[config.mk]
export PLATFORM = sky130hd
export DESIGN_NAME = uxc_top
export DESIGN_NICKNAME = d
export VERILOG_FILES = /design/src/common/uxc_pkg.sv /design/src/uxc_top.sv
export VERILOG_INCLUDE_DIRS = /design/src /design/src/common
export SDC_FILE = /design/constraint.sdc
export NUM_CORES = 1
export LEC_CHECK = 0
export BUFFER_PORTS_ARGS = -buffer_cell sky130_fd_sc_hd__buf_2
export CORE_UTILIZATION = 45
export DETAILED_ROUTE_END_ITERATION = 10
export HOLD_SLACK_MARGIN = 0.06
export PLACE_DENSITY = 0.71
export SLEW_MARGIN = 20
export SYNTH_ARGS = -nofsm -noshare
export SYNTH_HDL_FRONTEND = slang
export SYNTH_SLANG_ARGS = --single-unit
[constraint.sdc]
create_clock -name clock_i -period 1.9 [get_ports clock_i]
set_clock_uncertainty 0.2 [all_clocks]
set_input_delay 0.285 -clock clock_i [delete_from_list [all_inputs] [get_ports clock_i]]
set_output_delay 0.285 -clock clock_i [all_outputs]
set_load 0.01 [all_outputs]
[src/common/uxc_regs.svh]
// Offsets, field positions and reset values of the transceiver control block
`ifndef UXC_REGS_SVH
`define UXC_REGS_SVH

// Processor register offsets
`define UXC_OFS_XCVR_CTRL 8'hD7
`define UXC_OFS_IND_ADDR 8'h96
`define UXC_OFS_IND_DATA 8'h97

// Transceiver control fields
`define UXC_XC_PULLUP_BIT 7
`define UXC_XC_PHY_ENABLE_BIT_BIT 6
`define UXC_XC_SPEED_BIT 5
`define UXC_XC_TEST_HI 4
`define UXC_XC_TEST_LO 3
`define UXC_XC_DIFF_BIT 2
`define UXC_XC_PLUS_BIT 1
`define UXC_XC_MINUS_BIT 0

// Indirect address fields
`define UXC_IA_BUSY_BIT 7
`define UXC_IA_AUTO_BIT 6

// Reset values
`define UXC_RST_XCVR_CTRL 5'h00
`define UXC_RST_IND_ADDR 8'h00
`define UXC_RST_IND_DATA 8'h00

`endif

[src/common/uxc_pkg.sv]
// Types shared by the transceiver control block
package uxc_pkg;

	// Forced line modes
	typedef enum logic [1:0] {
		UXC_TEST_NORMAL = 2'b00,
		UXC_TEST_DIFF1 = 2'b01,
		UXC_TEST_DIFF0 = 2'b10,
		UXC_TEST_SE0 = 2'b11
	} uxc_test_t;

	// Writable transceiver control bits
	typedef struct packed {
		logic pullup_enable;
		logic phy_enable_bit;
		logic speed;
		uxc_test_t xcvr_test_mode;
	} uxc_xcvr_ctrl_t;

	// Indirect address register layout
	typedef struct packed {
		logic busy;
		logic auto_read_next;
		logic [5:0] core_reg_select;
	} uxc_ind_addr_t;

	// Processor register request
	typedef struct packed {
		logic wr;
		logic rd;
		logic [7:0] addr;
		logic [7:0] wdata;
	} uxc_sfr_req_t;

	// Indirect read state
	typedef enum logic {
		UXC_ST_IDLE = 1'b0,
		UXC_ST_WAIT = 1'b1
	} uxc_rd_state_t;

endpackage

[src/uxc_top.sv]
// Transceiver control, line status and indirect core register access
// Notes on behaviour
// - Speed clear is low speed, pull-up on D-; set is full speed, on D+.
// - Transceiver enable set is normal; clear is disabled and suspended.
// - While enabled, the diff bit reads the present differential value.
// - Two read-only bits show the live levels of the D+ and D- pins.
// - Core registers are reached only through the indirect pair.
// - Each data access goes to the core register held in the address reg.
// - Busy 1 starts a read, cleared when data is valid, 0 has no effect.
// - Pull-up enable clear keeps it off; set turns it on only with power.
`timescale 1ns/1ps
`include "uxc_regs.svh"
module uxc_top #(
	parameter int CORE_AW = 6
) (
	// Clock and reset
	input wire logic clock_i,
	input wire logic reset_i,
	// Processor register port
	input wire uxc_pkg::uxc_sfr_req_t sfr_req_i,
	output logic [7:0] sfr_rdata_o,
	// Core register side
	output logic [CORE_AW-1:0] core_addr_o,
	output logic core_rd_o,
	output logic core_wr_o,
	output logic [7:0] core_wdata_o,
	input wire logic core_rvalid_i,
	input wire logic [7:0] core_rdata_i,
	// Bus power and transceiver controls
	input wire logic vbus_i,
	output logic phy_enable_o,
	output logic full_speed_o,
	output logic pullup_plus_o,
	output logic pullup_minus_o,
	// Line pins
	input wire logic plus_line_i,
	input wire logic minus_line_i,
	output logic plus_line_o,
	output logic plus_line_oe_o,
	output logic minus_line_o,
	output logic minus_line_oe_o
);

	// Elaboration check
	if (CORE_AW != 6) begin : g_bad_aw
		$error("core address width must be 6");
	end

	////////////////////////////////////////////////////////////////////////
	// Decode and register state
	uxc_pkg::uxc_xcvr_ctrl_t xcvr_ctrl_r;
	uxc_pkg::uxc_ind_addr_t ind_addr_r;
	uxc_pkg::uxc_rd_state_t rd_state_r;
	logic [7:0] ind_data_r;
	logic wr_xcvr;
	logic wr_addr;
	logic wr_data;
	logic rd_start;
	logic diff_state;
	logic [7:0] rd_mux;
	// Strobe decode
	assign wr_xcvr = sfr_req_i.wr && (sfr_req_i.addr == `UXC_OFS_XCVR_CTRL);
	assign wr_addr = sfr_req_i.wr && (sfr_req_i.addr == `UXC_OFS_IND_ADDR);
	assign wr_data = sfr_req_i.wr && (sfr_req_i.addr == `UXC_OFS_IND_DATA);
	assign rd_start = wr_addr && sfr_req_i.wdata[`UXC_IA_BUSY_BIT];
	// Differential value, held low while suspended
	assign diff_state = xcvr_ctrl_r.phy_enable_bit && plus_line_i
		&& !minus_line_i;
	////////////////////////////////////////////////////////////////////////
	// Transceiver control register
	// Writable control bits
	always_ff @(posedge clock_i or posedge reset_i) begin
		if (reset_i) begin
			xcvr_ctrl_r <= `UXC_RST_XCVR_CTRL;
		end else if (wr_xcvr) begin
			xcvr_ctrl_r <= sfr_req_i.wdata[`UXC_XC_PULLUP_BIT:`UXC_XC_TEST_LO];
		end
	end
	// Speed, enable and pull-up placement
	always_ff @(posedge clock_i or posedge reset_i) begin
		if (reset_i) begin
			phy_enable_o <= 1'b0;
			full_speed_o <= 1'b0;
			pullup_plus_o <= 1'b0;
			pullup_minus_o <= 1'b0;
		end else begin
			phy_enable_o <= xcvr_ctrl_r.phy_enable_bit;
			full_speed_o <= xcvr_ctrl_r.speed;
			pullup_plus_o <= xcvr_ctrl_r.pullup_enable && vbus_i
				&& xcvr_ctrl_r.speed;
			pullup_minus_o <= xcvr_ctrl_r.pullup_enable && vbus_i
				&& !xcvr_ctrl_r.speed;
		end
	end
	// Forced line levels, released while suspended or normal
	always_ff @(posedge clock_i or posedge reset_i) begin
		if (reset_i) begin
			plus_line_o <= 1'b0;
			minus_line_o <= 1'b0;
			plus_line_oe_o <= 1'b0;
			minus_line_oe_o <= 1'b0;
		end else begin
			plus_line_oe_o <= 1'b0;
			minus_line_oe_o <= 1'b0;
			plus_line_o <= 1'b0;
			minus_line_o <= 1'b0;
			if (xcvr_ctrl_r.phy_enable_bit) begin
				unique case (xcvr_ctrl_r.xcvr_test_mode)
					uxc_pkg::UXC_TEST_NORMAL: begin
						plus_line_oe_o <= 1'b0;
					end
					uxc_pkg::UXC_TEST_DIFF1: begin
						plus_line_oe_o <= 1'b1;
						minus_line_oe_o <= 1'b1;
						plus_line_o <= 1'b1;
					end
					uxc_pkg::UXC_TEST_DIFF0: begin
						plus_line_oe_o <= 1'b1;
						minus_line_oe_o <= 1'b1;
						minus_line_o <= 1'b1;
					end
					uxc_pkg::UXC_TEST_SE0: begin
						plus_line_oe_o <= 1'b1;
						minus_line_oe_o <= 1'b1;
					end
				endcase
			end
		end
	end
	////////////////////////////////////////////////////////////////////////
	// Indirect access
	// Address register and busy flag; a new start wins over completion
	always_ff @(posedge clock_i or posedge reset_i) begin
		if (reset_i) begin
			ind_addr_r <= `UXC_RST_IND_ADDR;
			rd_state_r <= uxc_pkg::UXC_ST_IDLE;
		end else begin
			if (wr_addr) begin
				ind_addr_r.auto_read_next <= sfr_req_i.wdata[`UXC_IA_AUTO_BIT];
				ind_addr_r.core_reg_select <= sfr_req_i.wdata[5:0];
			end
			unique case (rd_state_r)
				uxc_pkg::UXC_ST_IDLE: begin
					if (rd_start) begin
						rd_state_r <= uxc_pkg::UXC_ST_WAIT;
						ind_addr_r.busy <= 1'b1;
					end
				end
				uxc_pkg::UXC_ST_WAIT: begin
					if (!rd_start && core_rvalid_i) begin
						rd_state_r <= uxc_pkg::UXC_ST_IDLE;
						ind_addr_r.busy <= 1'b0;
					end
				end
			endcase
		end
	end

	// Data register: processor write or returned core data
	always_ff @(posedge clock_i or posedge reset_i) begin
		if (reset_i) begin
			ind_data_r <= `UXC_RST_IND_DATA;
		end else if (wr_data) begin
			ind_data_r <= sfr_req_i.wdata;
		end else if (ind_addr_r.busy && core_rvalid_i) begin
			ind_data_r <= core_rdata_i;
		end
	end
	// Core side strobes, only from the indirect pair
	always_ff @(posedge clock_i or posedge reset_i) begin
		if (reset_i) begin
			core_addr_o <= '0;
			core_rd_o <= 1'b0;
			core_wr_o <= 1'b0;
			core_wdata_o <= 8'h00;
		end else begin
			if (wr_addr) begin
				core_addr_o <= sfr_req_i.wdata[CORE_AW-1:0];
			end
			core_rd_o <= rd_start;
			core_wr_o <= wr_data;
			if (wr_data) begin
				core_wdata_o <= sfr_req_i.wdata;
			end
		end
	end
	////////////////////////////////////////////////////////////////////////
	// Read-back
	// Register read mux, unmapped reads give zero
	always_comb begin
		unique case (sfr_req_i.addr)
			`UXC_OFS_XCVR_CTRL: begin
				rd_mux = {xcvr_ctrl_r, diff_state, plus_line_i,
					minus_line_i};
			end
			`UXC_OFS_IND_ADDR: begin
				rd_mux = ind_addr_r;
			end
			`UXC_OFS_IND_DATA: begin
				rd_mux = ind_data_r;
			end
			default: begin
				rd_mux = 8'h00;
			end
		endcase
	end
	// Registered read data
	always_ff @(posedge clock_i or posedge reset_i) begin
		if (reset_i) begin
			sfr_rdata_o <= 8'h00;
		end else if (sfr_req_i.rd) begin
			sfr_rdata_o <= rd_mux;
		end
	end
endmodule

==> flow_summary.json <==
{
  "rsz0062_at_grt": "no",
  "grt_overflow_total": 0,
  "synthCells": 154,
  "n_fill_cell": 373,
  "top_level_ports": 64,
  "dr.first_iter.drc_count": 89,
  "async_flop_share_pct": 100,
  "finalCritPeriodShare_pct": 92.3,
  "cp.required_ns": 1.92,
  "cts_buffers": 5,
  "finalPower_uw": 1880,
  "hold_end": "ind_data_r[5]",
  "switching_power_uw": 450,
  "worst_pin_slew_ns": 0.441,
  "ys.flop_type": "dfrtp_1",
  "antenna_cells": 0,
  "swShare_pct": 23.9,
  "intPower_uw": 1430,
  "vias": 1427,
  "seq_area_frac_synth_pct": 55.8,
  "dpl_worst_slack_ns": 0.0933,
  "r2r.worst_path.cells": 4,
  "drc": 10,
  "report.final.setup_viol": 0,
  "p_clk_share_pct": 30.4,
  "path_class": "in2reg",
  "die_area_um2": 4970,
  "htree_levels": 2,
  "max-cap-violations": 0,
  "max_freq_mhz": 570,
  "worst_r2r_startpoint": "ind_addr_r[7]",
  "fin_util_pct": 59.6,
  "firstDrtPassIters": 7,
  "io_buffers": 63,
  "grt_pass1_vias": 1438,
  "violations": "DRC",
  "initial_core_util_pct": 47.5,
  "die_h_um": 70.5,
  "drive_gt1_share_pct": 55.7,
  "ys_types": 31,
  "crit_path_start_kind": "input pin",
  "synth_edf_count": 0,
  "area_growth_pct": 25.6,
  "netlist.top_cell.by_area": "dfrtp_1",
  "grt_usage_pct": 19.2,
  "setup_ws_ns": 0.146,
  "drv_slew": 0,
  "post_cts_buffers": 0,
  "syn_avg_cell_area_um2": 13.7,
  "routed_wirelength_um": 4320,
  "hold_depth": 2,
  "p_leak_uw": 0.00139,
  "synth_area_um2": 2110,
  "die-width_um": 70.5,
  "antenna_found_initial": 0,
  "p_per_area_nw_per_um2": 709,
  "r2r-end": "ind_data_r[7]",
  "cp-end-kind": "register",
  "synth_area_leaders": "dfrtp_1 56%, mux2_2 23%, a22oi_1 2.5%",
  "hold_violations": 0,
  "dpl.hpwl_um": 3140,
  "grt_pass1_wl_um": 7160,
  "grt_max_degree": 30,
  "min_period_ns": 1.75,
  "yosysWarnings": 0,
  "ys_ff_latch": 47,
  "cts_tree": "yes",
  "clock_path_buffers": 2,
  "hold_ws_ns": 0.0763,
  "clk_root_buffer_cell": "clkbuf_8",
  "rows": 24,
  "cp.arrival_ns": 1.77,
  "via_per_inst": 5.10,
  "hp-start": "sfr_req_i[5]",
  "postRouteAntennaNets": 0,
  "clock_sinks": 47,
  "combPwrFrac_pct": 12.7,
  "finalWeightedCongestion": 0.718,
  "r2r_slack_ns": 0.33,
  "slew-limit-headroom_pct": 70.6,
  "hold_class": "in2reg",
  "routedWlPerCell_um": 15.4,
  "final_nets": 259,
  "status": "finished, violations left",
  "seqPwrFrac_pct": 56.9,
  "synth_top_area_share_pct": 55.8,
  "core-area_um2": 4440,
  "clock_latency_ns": 0.30,
  "clkTransAtPathRegs_ns": 0.08,
  "critPathMaxFanout": 4,
  "synth_nets": 186,
  "ir_drop_v": 0.000382,
  "finalSetupTns_ns": 0
}
placed cells by master, fill, tap and decap left out, types with 2 or more instances in the layout:
cell and n:
buf_2 63, dfrtp_1 47, mux2_2 43, inv_1 10
o22ai_1 8, a22oi_1 7, dlygate4sd3_1 7, buf_4 6
clkbuf_8 5, nand2_1 4, nor2_1 3, clkbuf_1 2
buf_12 2
registers in the layout, summed over array words and instances, names as in the netlist:
name,cells
core_addr_o,6
core_rd_o,1
core_wdata_o,8
core_wr_o,1
full_speed_o,1
ind_addr_r,2
ind_data_r,8
minus_line_o,1
minus_line_oe_o,1
phy_enable_o,1
plus_line_o,1
pullup_minus_o,1
pullup_plus_o,1
rd_state_r,1
sfr_rdata_o,8
xcvr_ctrl_r,5
worst max-delay path, cell delays in order:
cell	delay [ns]
dlygate4sd3_1	0.52
buf_2	0.12
or3b_2	0.46
nor3_2	0.20
a2bb2oi_1	0.20
worst max-delay path by stage:
stage / startpoint / end / cells after the start
3_3_place_gp: sfr_req_i[13] / core_wdata_o[2] / 5
4_1_cts: sfr_req_i[7] / ind_addr_r[7] / 5
5_1_grt: sfr_req_i[7] / ind_addr_r[7] / 5
2_1_floorplan: sfr_req_i[13] / core_wdata_o[7] / 4
3_5_place_dp: sfr_req_i[13] / core_wdata_o[1] / 5
6_report: sfr_req_i[7] / ind_addr_r[7] / 5
power by group through the flow:
stage	combinational, µW	sequential, µW	clock, µW
5_1_grt	262	1070	627
6_report	239	1070	571
4_1_cts	241	1070	586
3_3_place_gp	225	1090	0
2_1_floorplan	138	1090	0
3_5_place_dp	230	1090	0
cells by family after synthesis:
group,share of synthesized area [%]
compound gates,6.64
buf+inv,5.81
flops,55.8
mux,23.4
simple gates,8.36
repair_timing:
action	CTS	global route
endpoints found under the setup margin	0	1
hold buffers	7	0
endpoints found under the hold margin	31	0
resized for setup	0	1
synthesized netlist by cell type (2+ instances only):
cell     instances
inv_1           11
dfrtp_1         47
nor2_1           3
a22oi_1          7
mux2_2          43
o22ai_1          8
nand2_1          4
nor3_1           2
buf_4            7
cell type report:
type                            instances  area [µm²]  share of cell area (%)
Sequential cell                        47        1180                    44.4
Multi-Input combinational cell         84         816                    30.8
Tap cell                               52        65.1                    2.46
Clock inverter                          1        5.00                   0.189
Inverter                               11        41.3                    1.56
Clock buffer                            7        76.3                    2.88
Timing Repair Buffer                   78         470                    17.8
through the flow:
| stage | cells | instance area (µm²) |
|---|---|---|
| after floorplan | 154 | 2110 |
| after global placement | 265 | 2490 |
| after detailed placement | 265 | 2490 |
| after CTS | 280 | 2650 |
| after global routing | 280 | 2650 |
| final | 280 | 2650 |
layer usage:
layer  share of wire, %  up-vias  GRT usage [%]  routed length, µm
met5                  0        -              0                  0
met3                4.8        4           4.62                209
met4               0.95        0           6.12                 41
met1                 44      691           25.8               1920
met2                 50       38           30.7               2150
li1                   -      694              -                  -
Note: power is estimated with default switching activity, not from simulation.
